## src/core/ext_update_pkg.sv

```systemverilog
package ext_update_pkg;
	// Number of analog output channels served by the update strobe.
	localparam int NUM_CHANNELS = 10;
	// Width of one converter code.
	localparam int CODE_WIDTH = 12;
	// Low time of the internal update strobe, in nanoseconds.
	localparam int STROBE_LOW_NS = 50;
	// Clock period in picoseconds; the clock runs at 200 MHz.
	localparam int CLK_PERIOD_PS = 5000;
	// The low time is a least time, so the count rounds up.
	localparam int STROBE_LOW_CYCLES =
		(STROBE_LOW_NS * 1000 + CLK_PERIOD_PS - 1) / CLK_PERIOD_PS;
	// Stages of the input synchroniser.
	localparam int SYNC_STAGES = 2;

	typedef enum logic [1:0] {
		STROBE_IDLE = 2'b00,
		STROBE_LOW = 2'b01,
		STROBE_RISE = 2'b10
	} strobe_state_t;
endpackage : ext_update_pkg

```

## src/core/dac_external_update_trigger.sv

```systemverilog
// Overview of operation
// - Trigger input updates only analog output channels.
// - Trigger is passed to board timing bus.
// - Each falling trigger edge outside a strobe and the cycle after it makes one strobe.
// - Strobe fall loads selected double-buffered channels.
// - Strobe rise requests new data or interrupt.
// - Edges act only when external update selected.
// - Update interrupt has own enable and clear.
`timescale 1ns/1ps
`default_nettype none
module dac_external_update_trigger
	import ext_update_pkg::*;
#(
	parameter int CHANNELS = NUM_CHANNELS,
	parameter int WIDTH = CODE_WIDTH,
	parameter int LOW_CYCLES = STROBE_LOW_CYCLES
) (
	input wire logic mclk,
	input wire logic reset_n,
	input wire logic ext_update_trigger_n,
	input wire logic ext_update_select,
	input wire logic [CHANNELS-1:0] channel_select,
	input wire logic [CHANNELS-1:0] double_buffered,
	input wire logic [CHANNELS*WIDTH-1:0] buffered_codes,
	input wire logic data_request_enable,
	input wire logic update_irq_enable,
	input wire logic update_irq_clear,
	output logic board_timing_bus,
	output logic internal_update_strobe_n,
	output logic [CHANNELS*WIDTH-1:0] output_codes,
	output logic new_data_request,
	output logic update_irq
);
	localparam int CNT_W = $clog2(LOW_CYCLES + 1);
	localparam logic [CNT_W-1:0] CNT_LAST = CNT_W'(LOW_CYCLES - 1);
	localparam logic [CNT_W-1:0] CNT_ZERO = '0;
	localparam logic [CNT_W-1:0] CNT_FULL = CNT_W'(LOW_CYCLES);

	// Refuse parameter values that the counters and slices cannot serve.
	if (CHANNELS < 1 || WIDTH < 1 || LOW_CYCLES < 1) begin : g_param_check
		$error("channel count, code width and low time must be >= 1");
	end

	////////////////////////////////////////////////////////////////////////
	// Input synchroniser and edge detection.

	logic trig_sync;
	logic trig_prev_q;
	logic fall_edge;

	// The synchroniser resets high because the line idles high.
	trigger_sync #(
		.STAGES(SYNC_STAGES),
		.RESET_LEVEL(1'b1)
	) u_sync (
		.mclk(mclk),
		.reset_n(reset_n),
		.async_in(ext_update_trigger_n),
		.sync_out(trig_sync)
	);

	always_ff @(posedge mclk) begin
		if (!reset_n) begin
			trig_prev_q <= 1'b1;
		end else begin
			trig_prev_q <= trig_sync;
		end
	end

	// A high-to-low transition is the only request; a line held low or high starts nothing.
	assign fall_edge = trig_prev_q & ~trig_sync;

	// The synchronised trigger is shared with the other boards.
	always_ff @(posedge mclk) begin
		if (!reset_n) begin
			board_timing_bus <= 1'b1;
		end else begin
			board_timing_bus <= trig_sync;
		end
	end

	////////////////////////////////////////////////////////////////////////
	// Strobe generator.

	strobe_state_t state_q;
	logic [CNT_W-1:0] cnt_q;
	logic strobe_fall;
	logic strobe_rise;

	// An edge that arrives during a strobe is ignored so each strobe
	// stays one clean pulse.
	assign strobe_fall = (state_q == STROBE_IDLE) & fall_edge
		& ext_update_select;
	assign strobe_rise = (state_q == STROBE_LOW) & (cnt_q == CNT_LAST);

	always_ff @(posedge mclk) begin
		if (!reset_n) begin
			state_q <= STROBE_IDLE;
			cnt_q <= CNT_ZERO;
		end else begin
			case (state_q)
				STROBE_IDLE: begin
					cnt_q <= CNT_ZERO;
					if (strobe_fall) begin
						state_q <= STROBE_LOW;
					end
				end
				STROBE_LOW: begin
					if (strobe_rise) begin
						state_q <= STROBE_RISE;
						cnt_q <= CNT_ZERO;
					end else begin
						cnt_q <= cnt_q + CNT_W'(1);
					end
				end
				STROBE_RISE: begin
					state_q <= STROBE_IDLE;
				end
				default: begin
					state_q <= STROBE_IDLE;
					cnt_q <= CNT_ZERO;
				end
			endcase
		end
	end

	always_ff @(posedge mclk) begin
		if (!reset_n) begin
			internal_update_strobe_n <= 1'b1;
		end else if (strobe_fall) begin
			internal_update_strobe_n <= 1'b0;
		end else if (strobe_rise) begin
			internal_update_strobe_n <= 1'b1;
		end
	end

	////////////////////////////////////////////////////////////////////////
	// Channel output load on the strobe's falling edge.

	// Only the converter outputs are touched by this trigger.
	genvar ch;
	generate
		for (ch = 0; ch < CHANNELS; ch++) begin : g_chan
			always_ff @(posedge mclk) begin
				if (!reset_n) begin
					output_codes[ch*WIDTH +: WIDTH] <= '0;
				end else if (strobe_fall && channel_select[ch]
						&& double_buffered[ch]) begin
					output_codes[ch*WIDTH +: WIDTH] <=
						buffered_codes[ch*WIDTH +: WIDTH];
				end
			end
		end
	endgenerate

	////////////////////////////////////////////////////////////////////////
	// Requests on the strobe's rising edge.

	always_ff @(posedge mclk) begin
		if (!reset_n) begin
			new_data_request <= 1'b0;
		end else begin
			new_data_request <= strobe_rise & data_request_enable;
		end
	end

	// A new event wins over a clear in the same cycle.
	always_ff @(posedge mclk) begin
		if (!reset_n) begin
			update_irq <= 1'b0;
		end else if (strobe_rise && update_irq_enable) begin
			update_irq <= 1'b1;
		end else if (update_irq_clear) begin
			update_irq <= 1'b0;
		end
	end

	////////////////////////////////////////////////////////////////////////
	// Checks.

	// Counts the cycles for which the strobe has been seen low.
	logic [CNT_W-1:0] low_len_q;

	always_ff @(posedge mclk) begin
		if (!reset_n) begin
			low_len_q <= CNT_ZERO;
		end else if (!internal_update_strobe_n) begin
			low_len_q <= low_len_q + CNT_W'(1);
		end else begin
			low_len_q <= CNT_ZERO;
		end
	end

	property p_strobe_on_edge;
		@(posedge mclk) disable iff (!reset_n)
		(internal_update_strobe_n && $fell(trig_sync) && trig_prev_q
			&& state_q == STROBE_IDLE && ext_update_select)
			|=> !internal_update_strobe_n;
	endproperty
	a_strobe_on_edge: assert property (p_strobe_on_edge)
		else $error("falling trigger edge gave no strobe");

	property p_no_strobe_unselected;
		@(posedge mclk) disable iff (!reset_n)
		(internal_update_strobe_n && !ext_update_select)
			|=> internal_update_strobe_n;
	endproperty
	a_no_strobe_unselected: assert property (p_no_strobe_unselected)
		else $error("strobe started while external update not selected");

	property p_strobe_width;
		@(posedge mclk) disable iff (!reset_n)
		$rose(internal_update_strobe_n) |-> low_len_q == CNT_FULL;
	endproperty
	a_strobe_width: assert property (p_strobe_width)
		else $error("strobe low time wrong");

	property p_strobe_not_long;
		@(posedge mclk) disable iff (!reset_n)
		!internal_update_strobe_n |-> low_len_q != CNT_FULL;
	endproperty
	a_strobe_not_long: assert property (p_strobe_not_long)
		else $error("strobe stayed low too long");

	property p_load_on_fall;
		@(posedge mclk) disable iff (!reset_n)
		(strobe_fall && channel_select[0] && double_buffered[0])
			|=> output_codes[WIDTH-1:0] == $past(buffered_codes[WIDTH-1:0]);
	endproperty
	a_load_on_fall: assert property (p_load_on_fall)
		else $error("selected channel not loaded on strobe fall");

	property p_hold_unselected;
		@(posedge mclk) disable iff (!reset_n)
		!channel_select[0] |=> $stable(output_codes[WIDTH-1:0]);
	endproperty
	a_hold_unselected: assert property (p_hold_unselected)
		else $error("unselected channel output changed");

	property p_request_on_rise;
		@(posedge mclk) disable iff (!reset_n)
		$rose(internal_update_strobe_n)
			|-> new_data_request == $past(data_request_enable);
	endproperty
	a_request_on_rise: assert property (p_request_on_rise)
		else $error("data request does not follow strobe rise");

	property p_irq_clear;
		@(posedge mclk) disable iff (!reset_n)
		(update_irq_clear && !strobe_rise) |=> !update_irq;
	endproperty
	a_irq_clear: assert property (p_irq_clear)
		else $error("interrupt not cleared");

	property p_irq_set_wins;
		@(posedge mclk) disable iff (!reset_n)
		(strobe_rise && update_irq_enable) |=> update_irq;
	endproperty
	a_irq_set_wins: assert property (p_irq_set_wins)
		else $error("enabled update interrupt not raised");

	property p_bus_follows;
		@(posedge mclk) disable iff (!reset_n)
		##1 board_timing_bus == $past(trig_sync);
	endproperty
	a_bus_follows: assert property (p_bus_follows)
		else $error("timing bus does not follow trigger");
endmodule : dac_external_update_trigger
`default_nettype wire

```

## src/core/trigger_sync.sv

```systemverilog
`timescale 1ns/1ps
`default_nettype none
module trigger_sync #(
	parameter int STAGES = 2,
	parameter logic RESET_LEVEL = 1'b1
) (
	input wire logic mclk,
	input wire logic reset_n,
	input wire logic async_in,
	output logic sync_out
);
	logic [STAGES-1:0] chain_q;

	// A single stage would not settle a metastable sample.
	if (STAGES < 2) begin : g_stage_check
		$error("trigger_sync needs at least two stages");
	end

	// Only the last stage is read outside the chain.
	always_ff @(posedge mclk) begin
		if (!reset_n) begin
			chain_q <= {STAGES{RESET_LEVEL}};
		end else begin
			chain_q <= {chain_q[STAGES-2:0], async_in};
		end
	end

	assign sync_out = chain_q[STAGES-1];
endmodule : trigger_sync
`default_nettype wire

```

## config.mk

```make
export PLATFORM = sky130hd
export DESIGN_NAME = dac_external_update_trigger
export DESIGN_NICKNAME = d
export VERILOG_FILES = /design/src/core/ext_update_pkg.sv /design/src/core/dac_external_update_trigger.sv /design/src/core/trigger_sync.sv
export SDC_FILE = /design/constraint.sdc
export NUM_CORES = 1
export LEC_CHECK = 0
export BUFFER_PORTS_ARGS = -buffer_cell sky130_fd_sc_hd__clkbuf_2
export CAP_MARGIN = 15
export CORE_UTILIZATION = 47
export CTS_BUF_LIST = sky130_fd_sc_hd__clkbuf_4 sky130_fd_sc_hd__clkbuf_8
export DETAILED_ROUTE_END_ITERATION = 8
export HOLD_SLACK_MARGIN = 0.12
export PLACE_DENSITY = 0.8
export RECOVER_POWER = 25
export SYNTH_ARGS = -nofsm -noshare
export SYNTH_HDL_FRONTEND = slang
export SYNTH_HIERARCHICAL = 1
export SYNTH_SLANG_ARGS = --single-unit
```

## constraint.sdc

```tcl
create_clock -name mclk -period 2.16 [get_ports mclk]
set_input_delay 0.216 -clock mclk [delete_from_list [all_inputs] [get_ports mclk]]
set_output_delay 0.216 -clock mclk [all_outputs]
set_load 0.1 [all_outputs]
```

Word-level counts from Yosys, hierarchy flattened
Cells that the tools add are included.
{"block": "totals", "output_inout_bits": 124, "wordCells": 63, "ramBits": 0, "inputBits": 147, "regBits": 132, "mem_bits_ro": 0, "mem_count": 0, "latch_bits": 0}
{"block": "op_classes", "div_mod_pow": 0, "n_shift": 0, "bitwise_logic": 6, "n_reduce_logical": 25, "n_eq_ne": 5, "mux": 9, "order_cmp": 0, "mul": 0, "addsub": 1}
{"operator": "1-bit logical AND", "count": 21}
{"operator": "4-bit case mux with 2 select lines", "count": 1}
{"operator": "1-bit AND", "count": 5}
{"operator": "4-bit by 1-bit adder with 4-bit output, second input constant", "count": 1}
{"operator": "4-bit equality test, second input constant", "count": 1}
{"operator": "1-bit 2-to-1 mux", "count": 4}
{"operator": "2-bit 2-to-1 mux", "count": 2}
{"operator": "4-bit 2-to-1 mux", "count": 1}
{"operator": "2-bit inequality test, second input constant", "count": 2}
{"operator": "2-bit case mux with 2 select lines", "count": 1}
{"operator": "2-bit nonzero test", "count": 2}
{"operator": "2-bit by 1-bit equality test with 1-bit output, second input constant", "count": 1}
{"operator": "2-bit equality test, second input constant", "count": 1}
{"operator": "2-bit zero test", "count": 1}
{"operator": "2-bit AND reduction", "count": 1}
{"operator": "1-bit NOT", "count": 1}

Logic depth before layout (Yosys ltp)
Gate-level depths: netlist of run 1.
{"block": "logic_depth", "depth_word": 6, "mapped_depth": 5, "depth_no_buf": 5}

Modules after synthesis
The synthesis of run 1 kept the hierarchy.
{"module": "dac_external_update_trigger", "seq_area_each_um2": 2602.5, "instances": 1, "area_per_inst_um2": 5352.6, "cells_per_inst": 582}
{"module": "trigger_sync", "seq_area_each_um2": 40.0, "instances": 1, "area_per_inst_um2": 52.6, "cells_per_inst": 4}

Least setup slack after synthesis of run 1
No wires, ideal clock.
{"block": "synth_timing", "path_kind": "register to register", "startpoint": "register, netlist name board_timing_bus", "endpoint": "register output_codes[100]", "arrival_ns": 2.181, "stages_incl_launch_ff": 6, "setup_ns": 0.072, "required_time_ns": 2.088, "period_less_slack_ns": 2.253, "path_buffers": 2, "path_slack_ns": -0.093, "cell_sequence": "dfxtp_1 or3b_4 buf_8 nor3_4 buf_6 mux2i_1"}
{"item": "end signal, assigned by index", "line": "dac_external_update_trigger.sv:149", "text": "output_codes[ch*WIDTH +: WIDTH] <="}
{"item": "end, declared", "line": "dac_external_update_trigger.sv:30", "text": "output logic [CHANNELS*WIDTH-1:0] output_codes,"}

Worst setup path after layout of run 1
{"block": "layout_timing", "startpoint": "register output_codes[23]", "endpoint": "output output_codes[23]"}
No word-level cell between the ends.

==> results_tabular.tex, run 1 <==
\begin{tabular}{lr}
\hline
Metric & Value \\
\hline
\multicolumn{2}{l}{\textbf{Status}} \\
Outcome & complete, no violations \\
\multicolumn{2}{l}{\textbf{STA}} \\
Number of hold-slack violations in the final timing report & 0 \\
Tcrit/Tclk final & about 87\% \\
Worst hold slack & 159 ps \\
Final number of max-transition violations & 0 \\
Total of endpoints with negative setup slack in the final report & 0 \\
Setup repair after global routing missed its margin & false \\
Post-Route Setup TNS & 0 ps \\
Setup Skew & between 15 and 20 ps \\
Transition time at the pin with the least slew margin & 1220 ps \\
Minimum clock period & around 1900 ps \\
Relative slew slack & a little under a fifth \\
Timing-limited maximum frequency & between 500 and 600 MHz \\
\multicolumn{2}{l}{\textbf{Logic synthesis}} \\
Synth warn & 6 \\
Cell types occupying the most area after synthesis & sky130\_fd\_sc\_hd\_\_dfxtp\_1, sky130\_fd\_sc\_hd\_\_mux2i\_1, sky130\_fd\_sc\_hd\_\_nand2\_1 \\
Number of unique standard cell types used by synthesis & 33 \\
Mapped Nets & between 700 and 800 \\
Post-synthesis register bit count & around 130 \\
Share of the synthesized area in compound gates (AO/OA/AOI/OAI) & $\sim$1.2\% \\
Top-area cell type share of the netlist area & roughly half \\
Library cell with the largest summed area after synthesis & sky130\_fd\_sc\_hd\_\_dfxtp\_1 \\
XOR/XNOR Fraction of Synth Area & 0\% \\
Share of flip-flops with an asynchronous set or reset after synthesis & 0\% \\
Simple-gate share of the synthesized area & 22.7\% \\
Commonest register cell after synthesis & sky130\_fd\_sc\_hd\_\_dfxtp\_1 \\
Avg Synthesized Cell Area & between 9 and 10 um\^{}2 \\
Post-Synth Adder-Cell Area & 0.463\% \\
Largest family of logic cells by synthesized area & simple AND/OR/NAND/NOR gates \\
Number of enable flip-flop cells after synthesis & 0 \\
Number of instances in the synthesized netlist & $\sim$590 \\
Synthesized area & around 5400 um\^{}2 \\
Sequential fraction of the synthesis area & between 40\% and 50\% \\
Share of synthesized area spent on multiplexers & between 20\% and 30\% \\
\multicolumn{2}{l}{\textbf{CTS}} \\
Post-CTS Setup Bufs & 0 \\
Cts repair resizes & 0 \\
Root Driver & sky130\_fd\_sc\_hd\_\_clkbuf\_8 \\
CTS max path bufs & 2 \\
Clock network latency to the later pin of the worst-skew pair & 430 ps \\
Post-CTS clock slew at the launch and capture registers of the worst setup and hold paths & 80 ps \\
TritonCTS Sinks & between 100 and 150 \\
TritonCTS clock tree & done \\
H-tree lvl count & 4 \\
Post-CTS Hold Fix Bufs & around 120 \\
Num CTS Buffers & 17 \\
\multicolumn{2}{l}{\textbf{GRT}} \\
Maximum number of pins on one net before global-route repair & between 100 and 150 \\
Vias in the first global route & about 5400 \\
Antenna violations before repair & 0 \\
Total Routing Usage GR & between 20\% and 30\% \\
Wire length of the first global-routing pass & about 25000 um \\
Grt ovf & 0 \\
\multicolumn{2}{l}{\textbf{Placed design}} \\
Post-detailed-placement half-perimeter wirelength & $\sim$9400 um \\
Placed instance count & 970 \\
Routability-driven placement congestion ratio & 0.756 \\
Port bufs & 270 \\
\multicolumn{2}{l}{\textbf{Worst hold path}} \\
Hold Path Class & input port to flop \\
\multicolumn{2}{l}{\textbf{Critical path}} \\
Type of element launching the critical path & flop \\
Crit end category & primary output \\
CP Cell Sequence & clkbuf\_1 \\
Data required time of the critical path & roughly 1900 ps \\
Buf/Inv on CP & 1 \\
Slowest cell on the critical path & sky130\_fd\_sc\_hd\_\_clkbuf\_1 \\
Arrival time of data at the critical path endpoint & between 1500 and 2000 ps \\
Crit path largest cell delay & between 800 and 900 ps \\
Category of the most critical setup path & flop to primary output \\
Top Family by Delay on Critical Path & buffers and inverters \\
Largest fanout of any net on the critical path & 2 \\
\multicolumn{2}{l}{\textbf{Finish}} \\
Nets & approximately 1100 \\
Area of the multi-input gates & 2520 um\^{}2 \\
Count of fill cells added during filler insertion & between 700 and 800 \\
Area of all sequential standard cells & 2640 um\^{}2 \\
Ant diodes & 0 \\
Final non-filler cell total & approximately 1100 \\
Final core area utilization & between 70 and 80\% \\
Area added between synthesis and finish & 54.7\% \\
Proportion of layout cells with a drive suffix above 1 & roughly 28\% \\
\multicolumn{2}{l}{\textbf{Detailed routing}} \\
Number of DRC violations after detailed-routing iteration 0 & approximately 320 \\
Drt first pass iters & 6 \\
DR DRC count & 0 \\
Routed via count & $\sim$5400 \\
Count of antenna-violating nets left after detailed routing & 0 \\
Ratio of routed vias to standard cells & approximately 4.8 \\
Mean routed wirelength per cell & 14.8 um \\
Total wire length & about 17000 um \\
\multicolumn{2}{l}{\textbf{Floorplan}} \\
Total core area & $\sim$11000 um\^{}2 \\
Number of placed I/O pins & 271 \\
Area of the die & around 12000 um\^{}2 \\
Site Rows & 38 \\
Height of the die & approximately 110 um \\
Initial standard-cell utilization of the core & 49.0\% \\
Die Span X & 109 um \\
\multicolumn{2}{l}{\textbf{Job}} \\
Max-cap violation count & 0 \\
\multicolumn{2}{l}{\textbf{Power}} \\
Power density normalized to cell area & around 600 nW/um\^{}2 \\
Static leakage power & 3.53 nW \\
Worst VDD drop & a little under 400 uV \\
\hline
\end{tabular}
[layer usage]
metal,part of all wire [%],vias to the layer above,routed length (um),track usage [%]
li1,-,2681,-,-
met1,39,2488,6490,28.9
met2,51,236,8430,49.8
met3,8.0,36,1330,9.26
met4,2.4,0,394,9.90
met5,0,-,0,0
[metrics by stage]
stage | setup WS, ps | power (mW) | area (um^2)
after global placement | 520 | 2.99 | 6840
after CTS | 299 | 5.01 | 8430
after global routing | 210 | 5.19 | 8360
after floorplan | 219 | 2.82 | 5410
after detailed placement | 464 | 2.99 | 6840
final | 290 | 5.00 | 8360
[path summary, 6_finish.rpt]
| path | slack [ps] | end | start | cells after the start |
|---|---|---|---|---|
| hold / removal | 160 | board_timing_bus | reset_n | 2 |
| setup reg to reg | 320 | update_irq | cnt_q[0] | 5 |
| hold reg to reg | 420 | u_sync/chain_q[1] | u_sync/chain_q[0] | 1 |
| setup / recovery | 290 | output_codes[23] | output_codes[23] | 1 |
[registers in the layout, indices dropped and copies added, names as in the netlist]
name                      flops
u_sync/chain_q                2
board_timing_bus              1
state_q                       2
update_irq                    1
output_codes                120
cnt_q                         4
new_data_request              1
internal_update_strobe_n      1
[area by class of cell]
cell class / instances / share of cell area [%]
clock buffer: 19 / 2.98
clock inverter: 13 / 1.21
inverter: 2 / 0.0898
multi-input combinational: 412 / 30.2
sequential: 132 / 31.6
tap: 140 / 2.10
timing repair buffer: 408 / 31.8
[cell families (layout without fill, tap and decap cells)]
family          count (synthesis)  count (layout)
simple gates                  281             281
fa+ha+maj                       2               2
mux                           120             120
flops                         132             132
compound gates                  9               9
buf+inv                        42             442
[placed cells by master (no fill, tap or decap), types with 2 or more instances in the layout]
cell                            instances
sky130_fd_sc_hd__nand4b_1               2
sky130_fd_sc_hd__inv_6                  4
sky130_fd_sc_hd__buf_4                 12
sky130_fd_sc_hd__nand3b_1               2
sky130_fd_sc_hd__nand3_1                2
sky130_fd_sc_hd__mux2i_1              120
sky130_fd_sc_hd__clkbuf_4               2
sky130_fd_sc_hd__dlygate4sd3_1        124
sky130_fd_sc_hd__nand2b_1               7
sky130_fd_sc_hd__clkinvlp_4             4
sky130_fd_sc_hd__clkbuf_8              17
sky130_fd_sc_hd__nand2_1              252
sky130_fd_sc_hd__clkbuf_2             215
sky130_fd_sc_hd__clkinv_2               2
sky130_fd_sc_hd__nor3_4                 9
sky130_fd_sc_hd__clkinv_4               3
sky130_fd_sc_hd__ha_1                   2
sky130_fd_sc_hd__dfxtp_1              131
sky130_fd_sc_hd__buf_12                 2
sky130_fd_sc_hd__clkbuf_1              54
[power breakdown]
| group | total, mW | switching, mW | internal, mW |
|---|---|---|---|
| sequential | 2.46 | 0.0112 | 2.45 |
| clock | 1.86 | 1.03 | 0.834 |
| combinational | 0.670 | 0.361 | 0.308 |
[Yosys cell counts (all sizes together) (2+ instances only)]
library cell    n
nand2         252
dfxtp         132
mux2i         120
clkbuf         24
buf            16
nor3           11
nand2b          7
ha              2
inv             2
nand3           2
nand3b          2
nand4b          2
(Power assumes the default switching activity.)
==> inputs of run 2 (changes only) <==
--- a/config.mk
+++ b/config.mk
@@ -5,13 +5,14 @@
 export SDC_FILE = /design/constraint.sdc
 export NUM_CORES = 1
 export LEC_CHECK = 0
-export BUFFER_PORTS_ARGS = -buffer_cell sky130_fd_sc_hd__clkbuf_2
 export CAP_MARGIN = 15
-export CORE_UTILIZATION = 47
+export CORE_AREA = 2 2 106 108
 export CTS_BUF_LIST = sky130_fd_sc_hd__clkbuf_4 sky130_fd_sc_hd__clkbuf_8
 export DETAILED_ROUTE_END_ITERATION = 8
+export DIE_AREA = 0 0 108 110
+export DONT_BUFFER_PORTS = 1
 export HOLD_SLACK_MARGIN = 0.12
-export PLACE_DENSITY = 0.8
+export PLACE_DENSITY = 0.63
 export RECOVER_POWER = 25
 export SYNTH_ARGS = -nofsm -noshare
 export SYNTH_HDL_FRONTEND = slang
==> results_tabular.tex, run 2 <==
\begin{tabular}{lr}
\hline
Metric & Value \\
\hline
\multicolumn{2}{l}{\textbf{Status}} \\
Outcome & did not finish (was complete, no violations) \\
Halt Stage & clock tree synthesis \\
First reported error & [ERROR RSZ-0060] Max buffer count reached. \\
\multicolumn{2}{l}{\textbf{CTS}} \\
Cts repair resizes & 0 (unchanged) \\
Post-CTS Setup Bufs & 0 (unchanged) \\
H-tree lvl count & 4 (unchanged) \\
CTS max path bufs & 2 (unchanged) \\
Post-CTS Hold Fix Bufs & 173 (was 124) \\
TritonCTS Sinks & 132 (unchanged) \\
Num CTS Buffers & 17 (unchanged) \\
Root Driver & sky130\_fd\_sc\_hd\_\_clkbuf\_8 (unchanged) \\
\multicolumn{2}{l}{\textbf{Logic synthesis}} \\
Library cell with the largest summed area after synthesis & sky130\_fd\_sc\_hd\_\_dfxtp\_1 (unchanged) \\
Top-area cell type share of the netlist area & 48.9\% (unchanged) \\
Most instantiated cells after synthesis & sky130\_fd\_sc\_hd\_\_nand2\_1, sky130\_fd\_sc\_hd\_\_dfxtp\_1, sky130\_fd\_sc\_hd\_\_mux2i\_1 (unchanged) \\
Commonest register cell after synthesis & sky130\_fd\_sc\_hd\_\_dfxtp\_1 (unchanged) \\
Synth warn & 6 (unchanged) \\
Avg Synthesized Cell Area & 9.22 um\^{}2 (unchanged) \\
Number of unique standard cell types used by synthesis & 33 (unchanged) \\
Most numerous cell in the Yosys netlist & sky130\_fd\_sc\_hd\_\_nand2\_1 (unchanged) \\
Cell types occupying the most area after synthesis & sky130\_fd\_sc\_hd\_\_dfxtp\_1, sky130\_fd\_sc\_hd\_\_mux2i\_1, sky130\_fd\_sc\_hd\_\_nand2\_1 (unchanged) \\
Number of instances in the synthesized netlist & 586 (unchanged) \\
Number of enable flip-flop cells after synthesis & 0 (unchanged) \\
Mapped Nets & 735 (unchanged) \\
Share of flip-flops with an asynchronous set or reset after synthesis & 0\% (unchanged) \\
Synthesized area & 5410 um\^{}2 (unchanged) \\
Sequential fraction of the synthesis area & 48.9\% (unchanged) \\
Post-synthesis register bit count & 132 (unchanged) \\
\multicolumn{2}{l}{\textbf{Floorplan}} \\
Number of placed I/O pins & 271 (unchanged) \\
Die Span X & 108 um (was 109 um) \\
Height of the die & 110 um (was 109 um) \\
Site Rows & 38 (unchanged) \\
Initial standard-cell utilization of the core & 50.5\% (was 49.0\%) \\
\multicolumn{2}{l}{\textbf{Placed design}} \\
Port bufs & 0 (was 270) \\
Post-detailed-placement half-perimeter wirelength & 9450 um (was 9430 um) \\
Placed cell areas & 6380 um\^{}2 (was 6840 um\^{}2) \\
Post-Place Setup Slack & 379 ps (was 464 ps) \\
Routability-driven placement congestion ratio & 0.804 (was 0.756) \\
\hline
\end{tabular}
-- run 2: cell counts after synthesis --
No cell type changed its count.
-- run 2: per-stage QoR --
stage	cells	hold WS, ps
detailed placement	823	307
global placement	823	310
floorplan	586	289
-- run 2: kinds of logic after synthesis --
group	after synthesis	synth area share, %
simple gates	281	22.7
buf+inv	42	4.47
compound gates	9	1.23
mux	120	22.2
flops	132	48.9
fa+ha+maj	2	0.463
==> inputs of run 3 (changes only) <==
--- a/config.mk
+++ b/config.mk
@@ -6,13 +6,10 @@
 export NUM_CORES = 1
 export LEC_CHECK = 0
 export CAP_MARGIN = 15
-export CORE_AREA = 2 2 106 108
-export CTS_BUF_LIST = sky130_fd_sc_hd__clkbuf_4 sky130_fd_sc_hd__clkbuf_8
+export CORE_UTILIZATION = 40
 export DETAILED_ROUTE_END_ITERATION = 8
-export DIE_AREA = 0 0 108 110
 export DONT_BUFFER_PORTS = 1
-export HOLD_SLACK_MARGIN = 0.12
-export PLACE_DENSITY = 0.63
+export PLACE_DENSITY_LB_ADDON = 0.15
 export RECOVER_POWER = 25
 export SYNTH_ARGS = -nofsm -noshare
 export SYNTH_HDL_FRONTEND = slang
==> results_tabular.tex, run 3 <==
\begin{tabular}{lr}
\hline
Metric & Value \\
\hline
\multicolumn{2}{l}{\textbf{Logic synthesis}} \\
Commonest register cell after synthesis & sky130\_fd\_sc\_hd\_\_dfxtp\_1 (unchanged) \\
Number of instances in the synthesized netlist & 586 (unchanged) \\
Most numerous cell in the Yosys netlist & sky130\_fd\_sc\_hd\_\_nand2\_1 (unchanged) \\
Library cell with the largest summed area after synthesis & sky130\_fd\_sc\_hd\_\_dfxtp\_1 (unchanged) \\
Mapped Nets & 735 (unchanged) \\
Synthesized area & 5410 um\^{}2 (unchanged) \\
Avg Synthesized Cell Area & 9.22 um\^{}2 (unchanged) \\
Share of flip-flops with an asynchronous set or reset after synthesis & 0\% (unchanged) \\
Post-synthesis register bit count & 132 (unchanged) \\
Sequential fraction of the synthesis area & 48.9\% (unchanged) \\
Synth warn & 6 (unchanged) \\
Most instantiated cells after synthesis & sky130\_fd\_sc\_hd\_\_nand2\_1, sky130\_fd\_sc\_hd\_\_dfxtp\_1, sky130\_fd\_sc\_hd\_\_mux2i\_1 (unchanged) \\
Number of unique standard cell types used by synthesis & 33 (unchanged) \\
Top-area cell type share of the netlist area & 48.9\% (unchanged) \\
Cell types occupying the most area after synthesis & sky130\_fd\_sc\_hd\_\_dfxtp\_1, sky130\_fd\_sc\_hd\_\_mux2i\_1, sky130\_fd\_sc\_hd\_\_nand2\_1 (unchanged) \\
Number of enable flip-flop cells after synthesis & 0 (unchanged) \\
\multicolumn{2}{l}{\textbf{Floorplan}} \\
Die Span X & 118 um (was 108 um) \\
Initial standard-cell utilization of the core & 41.0\% (was 50.5\%) \\
Number of placed I/O pins & 271 (unchanged) \\
Site Rows & 42 (was 38) \\
Height of the die & 118 um (was 110 um) \\
\multicolumn{2}{l}{\textbf{Placed design}} \\
Port bufs & 0 (unchanged) \\
Post-detailed-placement half-perimeter wirelength & 9210 um (was 9450 um) \\
Routability-driven placement congestion ratio & 0.780 (was 0.804) \\
Post-Place Setup Slack & 402 ps (was 379 ps) \\
\multicolumn{2}{l}{\textbf{CTS}} \\
Post-CTS Hold Fix Bufs & 180 (was 173) \\
TritonCTS Sinks & 132 (unchanged) \\
Root Driver & sky130\_fd\_sc\_hd\_\_clkbuf\_16 (was sky130\_fd\_sc\_hd\_\_clkbuf\_8) \\
Num CTS Buffers & 17 (unchanged) \\
CTS max path bufs & 2 (unchanged) \\
Cts repair resizes & 0 (unchanged) \\
Post-CTS Setup Bufs & 0 (unchanged) \\
H-tree lvl count & 4 (unchanged) \\
\multicolumn{2}{l}{\textbf{Status}} \\
Outcome & did not finish (unchanged) \\
Halt Stage & clock tree synthesis (unchanged) \\
First reported error & [ERROR RSZ-0060] Max buffer count reached. (unchanged) \\
\hline
\end{tabular}
run 3: metrics by stage:
stage                     cells  instance area, um^2  util, %  hold WS, ps
after floorplan             586                 5410        -          289
after global placement      857                 6440     48.8          310
after detailed placement    857                 6440     48.8          317
run 3: kinds of logic after synthesis:
| group | synth area share (%) |
|---|---|
| AOI/OAI and AO/OA | 1.23 |
| adders and majority gates | 0.463 |
| buffers and inverters | 4.47 |
| DFF | 48.9 |
| muxes | 22.2 |
| and+or+nand+nor | 22.7 |
